$ cat src/common/dcc_pkg.sv
// How it works
// - a vehicle in a zone raises its call within 112 ms, here within cycles
// - every call output owns a selectable timing function of four kinds
// - continuous delay: delay timer runs while occupied, phase state ignored
// - normal delay: delay timer held during assigned green, unless inhibit is disabled
// - extend: call stays on for extend time after vehicle leaves, then drops
// - delay-then-extend: call accepted only once the delay timer has timed out
// - delay-then-extend: call held until zone empty and extend time expired
// - delay-then-extend: re-entry during extend holds call and restarts extend fully
// - delay-then-extend: after extend expiry, delay must time out before next call
// - each zone is presence, directional presence, pulse or directional pulse
// - eight zones and eight independent call outputs per camera
// - zones may overlap; each evaluated on its own, one vehicle hits many
// - camera or power failure forces constant calls on every output
// - zone occupancy is refreshed at least 30 times a second
// - zone and call settings stay editable and new values replace old ones
package dcc_pkg;

    // ********************************
    // sizes
    // ********************************
    localparam int NUM_ZONES = 8;
    localparam int NUM_CALLS = 8;
    localparam int TMR_W     = 8;
    localparam int ADDR_W    = 8;

    // ********************************
    // register map (byte addresses)
    // ********************************
    localparam logic [ADDR_W-1:0] REG_CTRL      = 8'h00;
    localparam logic [ADDR_W-1:0] REG_STATUS    = 8'h04;
    localparam logic [ADDR_W-1:0] REG_ZTYPE     = 8'h08;
    localparam logic [ADDR_W-1:0] REG_ZDIR      = 8'h0c;
    localparam logic [ADDR_W-1:0] REG_CALL0     = 8'h10;
    localparam logic [ADDR_W-1:0] REG_CALL_LAST = 8'h2c;
    localparam logic [ADDR_W-1:0] REG_TSTATE    = 8'h30;
    localparam logic [ADDR_W-1:0] REG_FRAMES    = 8'h34;

    // field positions and reset values
    localparam int CTRL_ENABLE_BIT    = 0;
    localparam int CTRL_NOINH_BIT     = 1;
    localparam int ST_CALL_LSB        = 0;
    localparam int ST_ZONE_LSB        = 8;
    localparam int ST_FRAME_FAIL_BIT  = 16;
    localparam int ST_FAILSAFE_BIT    = 17;
    localparam logic [31:0] CTRL_RST     = 32'h0000_0001;
    localparam logic [15:0] ZTYPE_RST    = 16'h0000;
    localparam logic [7:0]  ZDIR_RST     = 8'h00;
    localparam logic [31:0] CALL_CFG_RST = 32'h0000_0000;

    // ********************************
    // timing
    // ********************************
    localparam int CLK_HZ           = 125_000_000;
    localparam int TICK_MS          = 100;
    localparam int TICK_CYCLES      = CLK_HZ / 1000 * TICK_MS;
    localparam int MIN_FRAME_RATE   = 30;
    localparam int FRAME_MAX_CYCLES = CLK_HZ / MIN_FRAME_RATE;
    localparam int PULSE_MS         = 100;
    localparam int PULSE_CYCLES     = CLK_HZ / 1000 * PULSE_MS;

    // ********************************
    // types
    // ********************************
    typedef enum logic [1:0] {
        MODE_FULL_DELAY = 2'h0,
        MODE_NORM_DELAY = 2'h1,
        MODE_EXTEND     = 2'h2,
        MODE_DELAY_EXT  = 2'h3
    } dcc_mode_t;

    typedef enum logic [1:0] {
        ZT_PRESENCE     = 2'h0,
        ZT_DIR_PRESENCE = 2'h1,
        ZT_PULSE        = 2'h2,
        ZT_DIR_PULSE    = 2'h3
    } dcc_ztype_t;

    typedef enum logic [2:0] {
        TS_IDLE   = 3'h0,
        TS_DELAY  = 3'h1,
        TS_ON     = 3'h2,
        TS_EXTEND = 3'h3,
        TS_REARM  = 3'h4
    } dcc_tstate_t;

    typedef struct packed {
        logic [7:0]       zone_mask;
        logic [TMR_W-1:0] extend;
        logic [TMR_W-1:0] delay;
        logic [5:0]       rsvd;
        dcc_mode_t        mode;
    } dcc_call_cfg_t;

    typedef struct packed {
        logic occ;
        logic dir_fwd;
    } dcc_zone_t;

endpackage : dcc_pkg

$ cat src/hw/dcc_call_timer.sv
`timescale 1ns/10ps
`default_nettype none
module dcc_call_timer
    import dcc_pkg::*;
(
    // clock and reset
    input  wire logic          pclk,
    input  wire logic          presetn,
    input  wire logic          ce,
    // time base and detection
    input  wire logic          tick,
    input  wire logic          det,
    input  wire logic          green,
    input  wire logic          inhibit_ok,
    input  wire dcc_call_cfg_t cfg,
    // result
    output logic               call,
    output dcc_tstate_t        state
);

    dcc_tstate_t      state_q;
    logic [TMR_W-1:0] cnt_q;
    logic             done;
    logic             hold;

    // count reaches its end on a tick at one, or at once when loaded zero
    assign done = (cnt_q == '0) || (tick && (cnt_q == 8'h01));
    assign hold = (cfg.mode == MODE_NORM_DELAY) && green && inhibit_ok;

    // ********************************
    // timing state machine
    // ********************************
    always_ff @(posedge pclk or negedge presetn) begin
        if (!presetn) begin
            state_q <= TS_IDLE;
            cnt_q   <= '0;
        end else if (ce) begin
            case (state_q)
                TS_IDLE: begin
                    if (det) begin
                        if (cfg.mode == MODE_EXTEND) begin
                            state_q <= TS_ON;
                        end else begin
                            cnt_q   <= cfg.delay;
                            state_q <= TS_DELAY;
                        end
                    end
                end
                TS_DELAY: begin
                    if (!det) begin
                        state_q <= TS_IDLE;
                    end else if (hold) begin
                        state_q <= TS_DELAY;
                    end else if (done) begin
                        state_q <= TS_ON;
                    end else if (tick) begin
                        cnt_q <= cnt_q - 8'h01;
                    end
                end
                TS_ON: begin
                    if (!det) begin
                        if (cfg.mode == MODE_EXTEND || cfg.mode == MODE_DELAY_EXT) begin
                            cnt_q   <= cfg.extend;
                            state_q <= TS_EXTEND;
                        end else begin
                            state_q <= TS_IDLE;
                        end
                    end
                end
                TS_EXTEND: begin
                    if (det) begin
                        state_q <= TS_ON; // full reload when it leaves again
                    end else if (done) begin
                        if (cfg.mode == MODE_DELAY_EXT) begin
                            cnt_q   <= cfg.delay;
                            state_q <= TS_REARM;
                        end else begin
                            state_q <= TS_IDLE;
                        end
                    end else if (tick) begin
                        cnt_q <= cnt_q - 8'h01;
                    end
                end
                TS_REARM: begin
                    // delay runs free here; a waiting vehicle is taken at expiry
                    if (done) begin
                        state_q <= det ? TS_ON : TS_IDLE;
                    end else if (tick) begin
                        cnt_q <= cnt_q - 8'h01;
                    end
                end
                default: begin
                    state_q <= TS_IDLE;
                end
            endcase
        end
    end

    assign call  = (state_q == TS_ON) || (state_q == TS_EXTEND);
    assign state = state_q;

endmodule : dcc_call_timer
`default_nettype wire

$ cat src/hw/dcc_detector_cond.sv
`timescale 1ns/10ps
`default_nettype none
module dcc_detector_cond
    import dcc_pkg::*;
#(
    parameter int unsigned TICK_CYC  = TICK_CYCLES,
    parameter int unsigned FRAME_CYC = FRAME_MAX_CYCLES,
    parameter int unsigned PULSE_CYC = PULSE_CYCLES
) (
    // clock, reset, enable
    input  wire logic                  pclk,
    input  wire logic                  presetn,
    input  wire logic                  ce,
    // apb slave
    input  wire logic [ADDR_W-1:0]     paddr,
    input  wire logic                  psel,
    input  wire logic                  penable,
    input  wire logic                  pwrite,
    input  wire logic [31:0]           pwdata,
    input  wire logic [3:0]            pstrb,
    output logic [31:0]                prdata,
    output logic                       pready,
    output logic                       pslverr,
    // video analysis results
    input  wire logic                  frame_stb,
    input  wire dcc_zone_t [NUM_ZONES-1:0] zone_in,
    input  wire logic                  cam_fail,
    input  wire logic                  power_fail,
    // signal controller side
    input  wire logic [NUM_CALLS-1:0]  phase_green,
    output logic [NUM_CALLS-1:0]       call_out,
    output logic                       failsafe
);

    localparam int TCW = $clog2(TICK_CYC + 1);
    localparam int FCW = $clog2(FRAME_CYC + 1);
    localparam int PCW = $clog2(PULSE_CYC + 1);

    // ********************************
    // declarations
    // ********************************
    logic [31:0]              ctrl_q;
    logic [15:0]              ztype_q;
    logic [7:0]               zdir_q;
    dcc_call_cfg_t            call_cfg_q [NUM_CALLS];
    logic [31:0]              prdata_q;
    logic [TCW-1:0]           tcnt_q;
    logic                     tick;
    logic [FCW-1:0]           fcnt_q;
    logic                     frame_fail_q;
    logic [15:0]              frames_q;
    logic                     failsafe_q;
    logic [NUM_CALLS-1:0]     call_q;
    logic [NUM_ZONES-1:0]     zocc_q;
    logic [NUM_ZONES-1:0]     zfwd_q;
    logic [NUM_ZONES-1:0]     zqual;
    logic [NUM_ZONES-1:0]     zqual_prev_q;
    logic [NUM_ZONES-1:0]     zact;
    logic [NUM_CALLS-1:0]     det;
    logic [NUM_CALLS-1:0]     tcall;
    dcc_tstate_t              tstate [NUM_CALLS];
    logic                     acc;
    logic                     wr;
    logic                     setup;
    logic                     call_hit;
    logic [2:0]               call_idx;
    logic                     addr_ok;
    logic [31:0]              rmux;
    logic [31:0]              tstate_word;

    // byte-lane merge of a write into an existing word
    function automatic logic [31:0] merge(input logic [31:0] old, input logic [31:0] nw,
                                          input logic [3:0] strb);
        logic [31:0] r;
        r = old;
        for (int b = 0; b < 4; b++) begin
            if (strb[b]) begin
                r[b*8 +: 8] = nw[b*8 +: 8];
            end
        end
        return r;
    endfunction : merge

    // ********************************
    // apb decode
    // ********************************
    // zero wait states; a low clock enable stretches every access
    assign pready   = ce;
    assign setup    = psel && !penable && ce;
    assign acc      = psel && penable && ce;
    assign wr       = acc && pwrite;
    assign call_hit = (paddr >= REG_CALL0) && (paddr <= REG_CALL_LAST) && (paddr[1:0] == 2'b00);
    assign call_idx = 3'((paddr - REG_CALL0) >> 2);
    assign addr_ok  = call_hit || paddr == REG_CTRL || paddr == REG_STATUS || paddr == REG_ZTYPE
                      || paddr == REG_ZDIR || paddr == REG_TSTATE || paddr == REG_FRAMES;
    assign pslverr  = psel && penable && !addr_ok;

    // per-call state readback, three bits a call
    always_comb begin
        tstate_word = '0;
        for (int c = 0; c < NUM_CALLS; c++) begin
            tstate_word[c*3 +: 3] = tstate[c];
        end
    end

    // read mux, sampled in the setup phase so prdata comes from a flop
    always_comb begin
        rmux = '0;
        if (call_hit) begin
            rmux = call_cfg_q[call_idx];
        end else begin
            case (paddr)
                REG_CTRL:   rmux = ctrl_q;
                REG_STATUS: begin
                    rmux[ST_CALL_LSB +: NUM_CALLS] = call_q;
                    rmux[ST_ZONE_LSB +: NUM_ZONES] = zact;
                    rmux[ST_FRAME_FAIL_BIT]        = frame_fail_q;
                    rmux[ST_FAILSAFE_BIT]          = failsafe_q;
                end
                REG_ZTYPE:  rmux = {16'h0000, ztype_q};
                REG_ZDIR:   rmux = {24'h000000, zdir_q};
                REG_TSTATE: rmux = tstate_word;
                REG_FRAMES: rmux = {16'h0000, frames_q};
                default:    rmux = '0;
            endcase
        end
    end

    always_ff @(posedge pclk or negedge presetn) begin
        if (!presetn) begin
            prdata_q <= '0;
        end else if (setup && !pwrite) begin
            prdata_q <= rmux;
        end
    end

    assign prdata = prdata_q;

    // ********************************
    // configuration registers
    // ********************************
    // settings are rewritten in place at any time and act from the next cycle
    always_ff @(posedge pclk or negedge presetn) begin
        if (!presetn) begin
            ctrl_q <= CTRL_RST;
        end else if (wr && paddr == REG_CTRL) begin
            ctrl_q <= merge(ctrl_q, pwdata, pstrb) & 32'h0000_0003;
        end
    end

    always_ff @(posedge pclk or negedge presetn) begin
        if (!presetn) begin
            ztype_q <= ZTYPE_RST;
        end else if (wr && paddr == REG_ZTYPE) begin
            ztype_q <= 16'(merge({16'h0000, ztype_q}, pwdata, pstrb));
        end
    end

    always_ff @(posedge pclk or negedge presetn) begin
        if (!presetn) begin
            zdir_q <= ZDIR_RST;
        end else if (wr && paddr == REG_ZDIR) begin
            zdir_q <= 8'(merge({24'h000000, zdir_q}, pwdata, pstrb));
        end
    end

    // ********************************
    // time base
    // ********************************
    // one tick per timer unit; delay and extend count in these units
    assign tick = (tcnt_q == TCW'(TICK_CYC - 1));

    always_ff @(posedge pclk or negedge presetn) begin
        if (!presetn) begin
            tcnt_q <= '0;
        end else if (ce) begin
            tcnt_q <= tick ? '0 : tcnt_q + 1'b1;
        end
    end

    // ********************************
    // frame watchdog
    // ********************************
    // a silent video path is treated like a failed camera
    always_ff @(posedge pclk or negedge presetn) begin
        if (!presetn) begin
            fcnt_q       <= '0;
            frame_fail_q <= 1'b0;
        end else if (ce) begin
            if (frame_stb) begin
                fcnt_q       <= '0;
                frame_fail_q <= 1'b0;
            end else if (fcnt_q >= FCW'(FRAME_CYC - 1)) begin
                frame_fail_q <= 1'b1;
            end else begin
                fcnt_q <= fcnt_q + 1'b1;
            end
        end
    end

    always_ff @(posedge pclk or negedge presetn) begin
        if (!presetn) begin
            frames_q <= '0;
        end else if (ce && frame_stb) begin
            frames_q <= frames_q + 16'h0001;
        end
    end

    // ********************************
    // zone evaluation
    // ********************************
    // occupancy and direction refresh once per frame
    always_ff @(posedge pclk or negedge presetn) begin
        if (!presetn) begin
            zocc_q <= '0;
            zfwd_q <= '0;
        end else if (ce && frame_stb) begin
            for (int z = 0; z < NUM_ZONES; z++) begin
                zocc_q[z] <= zone_in[z].occ;
                zfwd_q[z] <= zone_in[z].dir_fwd;
            end
        end
    end

    always_ff @(posedge pclk or negedge presetn) begin
        if (!presetn) begin
            zqual_prev_q <= '0;
        end else if (ce) begin
            zqual_prev_q <= zqual;
        end
    end

    // each zone stands alone, so overlapping zones all see the same car
    for (genvar z = 0; z < NUM_ZONES; z++) begin : g_zone
        dcc_ztype_t     zt;
        logic [PCW-1:0] pcnt_q;
        logic           is_dir;
        logic           is_pulse;

        assign zt       = dcc_ztype_t'(ztype_q[z*2 +: 2]);
        assign is_dir   = (zt == ZT_DIR_PRESENCE) || (zt == ZT_DIR_PULSE);
        assign is_pulse = (zt == ZT_PULSE) || (zt == ZT_DIR_PULSE);
        // opposite travel is simply not occupancy for this zone
        assign zqual[z] = zocc_q[z] && (!is_dir || (zfwd_q[z] == zdir_q[z]));

        // fixed-length pulse from the cycle clock, not the coarse tick
        always_ff @(posedge pclk or negedge presetn) begin
            if (!presetn) begin
                pcnt_q <= '0;
            end else if (ce) begin
                if (zqual[z] && !zqual_prev_q[z]) begin
                    pcnt_q <= PCW'(PULSE_CYC);
                end else if (pcnt_q != '0) begin
                    pcnt_q <= pcnt_q - 1'b1;
                end
            end
        end

        assign zact[z] = is_pulse ? (pcnt_q != '0) : zqual[z];
    end

    // ********************************
    // call channels
    // ********************************
    for (genvar c = 0; c < NUM_CALLS; c++) begin : g_call
        // default mapping ties call c to zone c
        always_ff @(posedge pclk or negedge presetn) begin
            if (!presetn) begin
                call_cfg_q[c] <= CALL_CFG_RST | {8'(32'd1 << c), 24'h000000};
            end else if (wr && call_hit && call_idx == 3'(c)) begin
                call_cfg_q[c] <= merge(call_cfg_q[c], pwdata, pstrb) & 32'hffff_ff03;
            end
        end

        // any mapped zone raises the call; zones are not exclusive
        assign det[c] = |(call_cfg_q[c].zone_mask & zact);

        dcc_call_timer u_timer (
            .pclk       (pclk),
            .presetn    (presetn),
            .ce         (ce),
            .tick       (tick),
            .det        (det[c]),
            .green      (phase_green[c]),
            .inhibit_ok (!ctrl_q[CTRL_NOINH_BIT]),
            .cfg        (call_cfg_q[c]),
            .call       (tcall[c]),
            .state      (tstate[c])
        );
    end

    // ********************************
    // fail-safe and outputs
    // ********************************
    always_ff @(posedge pclk or negedge presetn) begin
        if (!presetn) begin
            failsafe_q <= 1'b0;
        end else if (ce) begin
            failsafe_q <= cam_fail || power_fail || frame_fail_q;
        end
    end

    // a handful of cycles from frame to pin, far inside the arrival budget
    always_ff @(posedge pclk or negedge presetn) begin
        if (!presetn) begin
            call_q <= '0;
        end else if (ce) begin
            if (failsafe_q) begin
                call_q <= '1;
            end else if (ctrl_q[CTRL_ENABLE_BIT]) begin
                call_q <= tcall;
            end else begin
                call_q <= '0;
            end
        end
    end

    assign call_out = call_q;
    assign failsafe = failsafe_q;

endmodule : dcc_detector_cond
`default_nettype wire

$ cat config.mk
export PLATFORM = sky130hd
export DESIGN_NAME = dcc_detector_cond
export DESIGN_NICKNAME = d
export VERILOG_FILES = /design/src/common/dcc_pkg.sv /design/src/hw/dcc_call_timer.sv /design/src/hw/dcc_detector_cond.sv
export SDC_FILE = /design/constraint.sdc
export NUM_CORES = 2
export LEC_CHECK = 0
export ABC_AREA = 1
export BUFFER_PORTS_ARGS = -buffer_cell sky130_fd_sc_hd__buf_2
export CAP_MARGIN = 20
export CORE_ASPECT_RATIO = 1.75
export CORE_UTILIZATION = 50
export CTS_CLUSTER_SIZE = 40
export DETAILED_ROUTE_END_ITERATION = 8
export PLACE_DENSITY = 0.74
export SLEW_MARGIN = 0
export SYNTH_ARGS = -nofsm -noshare
export SYNTH_HDL_FRONTEND = slang
export SYNTH_HIERARCHICAL = 1
export SYNTH_SLANG_ARGS = --single-unit
$ cat constraint.sdc
create_clock -name pclk -period 2.72 [get_ports pclk]
set_input_delay 0 -clock pclk [delete_from_list [all_inputs] [get_ports pclk]]
set_output_delay 0 -clock pclk [all_outputs]
set_load 0.1 [all_outputs]
==> out/results.tsv <==
metric	value	unit
status	finished, final reports clean	
ant_nets	0	
crit_start	g_zone[3].pcnt_q[17]	
vdd_drop_max	0.5661	mV
worst_slack	0.04473	ns
power	35.13	mW
grt_pass1_wl	213.1	mm
arrival	3.23	ns
syn-instance-count	5899	
slew_headroom	25.98	%
min_from	phase_green[5]	
cp-start-kind	register	
cts_inserted_buffers	60	
drt_iter0_drc	3547	
io_buffer_count	119	
hold_path_class	input port to register	
timing.final.crit_share	98.36	%
clkLatencyLatePin	0.67	ns
maxSlewViolCount	0	
grt_max_degree	116	
reg2reg_from	g_zone[3].pcnt_q[17]	
drc_errors	0	
vias	41190	
top_layer	met4	
end_kind	register	
syn_nets	6013	
drive_gt1_share	15.07	%
rows	137	
core_area	0.07971	mm^2
pre_cts_ws	-0.1160	ns
worst_clock_skew	0.02499	ns
final_area	0.04751	mm^2
grt_usage	33.31	%
first_pass_iters	6	
met1_length	48.82	mm
dr_wl_met3	9.585	mm
nets	6445	
grt_pass1_vias	40180	
start_util	50.47	%
die_area	0.08164	mm^2
placed_area	0.04369	mm^2
crit_type	register to register	
drv_cap	0	
p_per_area	739.4	mW/mm^2
die_x	216.4	um
avgRoutedWirePerCell	18.52	um
gp_congestion	1.025	
syn_avg_cell_area	6.819	um^2
utilization	59.61	%
cts-root-buf	clkbuf_16	
met2_length	66.50	mm
syn_area	0.04023	mm^2
setup-tns-final	0	ns
yosys_warnings	6	
cts_tree	yes	
fin_crit	2.675	ns
rsz0062_at_grt	true	
crit_fanout	7	
clock-sinks	642	
hold_viol	0	
tightest_slew	1.103	ns
cts_htree_levels	2	
drt_wl_total	137.6	mm
die_h	377.2	um
via_per_inst	5.544	
crit_required	3.27	ns
max_freq	373.8	MHz
ioPinCount	120	
clk_pin_slew	0.07	ns
layout_common_cells	nand2_1 (1829), nor2_1 (675), dfrtp_1 (630)	
dp_hpwl	102.8	mm
antenna_found_initial	4	
final_common_cell	nand2_1	
overflow	0	
p_leak	23.47	nW
syn_to_final_growth	18.11	%
final-setup-viol-count	0	
clk_path_buf_depth	3	
per-stage QoR:
stage               hold slack, ns  cells
CTS                      0.0004735   7402
global placement          -0.01713   7211
global route               0.04817   7426
finish                     0.01487   7429
floorplan                  -0.2956   5899
detailed placement        -0.01274   7211
worst max-delay path, cell delays in order (launching register included):
cell,delay (ns)
dfrtp_1,0.40
nor2_2,0.14
nand2_1,0.09
nor2_2,0.14
nand4_1,0.23
buf_6,0.21
nand3_1,0.06
nand2_1,0.06
nor2_1,0.10
nand2_1,0.13
buf_6,0.17
nand4_1,0.12
nand3_2,0.13
nor2_4,0.18
nand3_4,0.15
nor2_1,0.14
a21oi_2,0.07
per-layer routing:
metal	vias up	track usage, %
met1	19180	36.36
li1	19690	-
met2	1712	57.59
met5	-	0
met3	608	5.217
met4	0	25.88
repair_timing:
action,CTS,global route
cloned,0,8
hold buffers,77,0
endpoints found under the setup margin,36,88
endpoints found under the hold margin,952,0
pin swaps,0,41
buffers inserted,0,15
gates resized for setup,10,196
registers in the layout (all words and copies together) (netlist names):
register / cells
call_cfg_q: 208
call_out: 8
ctrl_q: 2
failsafe: 1
fcnt_q: 22
frame_fail_q: 1
frames_q: 16
g_call.u_timer/cnt_q: 64
g_call.u_timer/state: 24
g_zone.pcnt_q: 192
prdata: 32
tcnt_q: 24
zdir_q: 8
zfwd_q: 8
zocc_q: 8
zqual_prev_q: 8
ztype_q: 16
path summary, 6_finish.rpt:
kind,to,slack (ns),cells past startpoint
setup reg to reg,g_call[5].u_timer/cnt_q[6],0.04,16
hold reg to reg,zocc_q[1],0.49,2
hold / removal,g_call[5].u_timer/state[0],0.01,7
max in group asynchronous,call_cfg_q[40],1.99,3
min in group asynchronous,zfwd_q[3],0.07,3
setup / recovery,g_call[5].u_timer/cnt_q[6],0.04,16
power by group:
part           total, mW  leakage (nW)  switching, mW  internal [mW]
sequential          12.6          8.34           1.47           11.1
clock               9.36          1.05           4.14           5.22
combinational       13.2          14.1           8.29           4.90
total               35.1          23.5           13.9           21.2
cell type report:
type                            count  area, um^2
Antenna cell                        4       10.01
Fill cell                        7449       32200
Tap cell                         1042        1304
Clock inverter                     40       504.2
Timing Repair Buffer              509        3965
Multi-Input combinational cell   4425       21380
Clock buffer                       74        1654
Inverter                          693        2616
Sequential cell                   642       16080
Note: power is estimated with default switching activity, not from simulation.
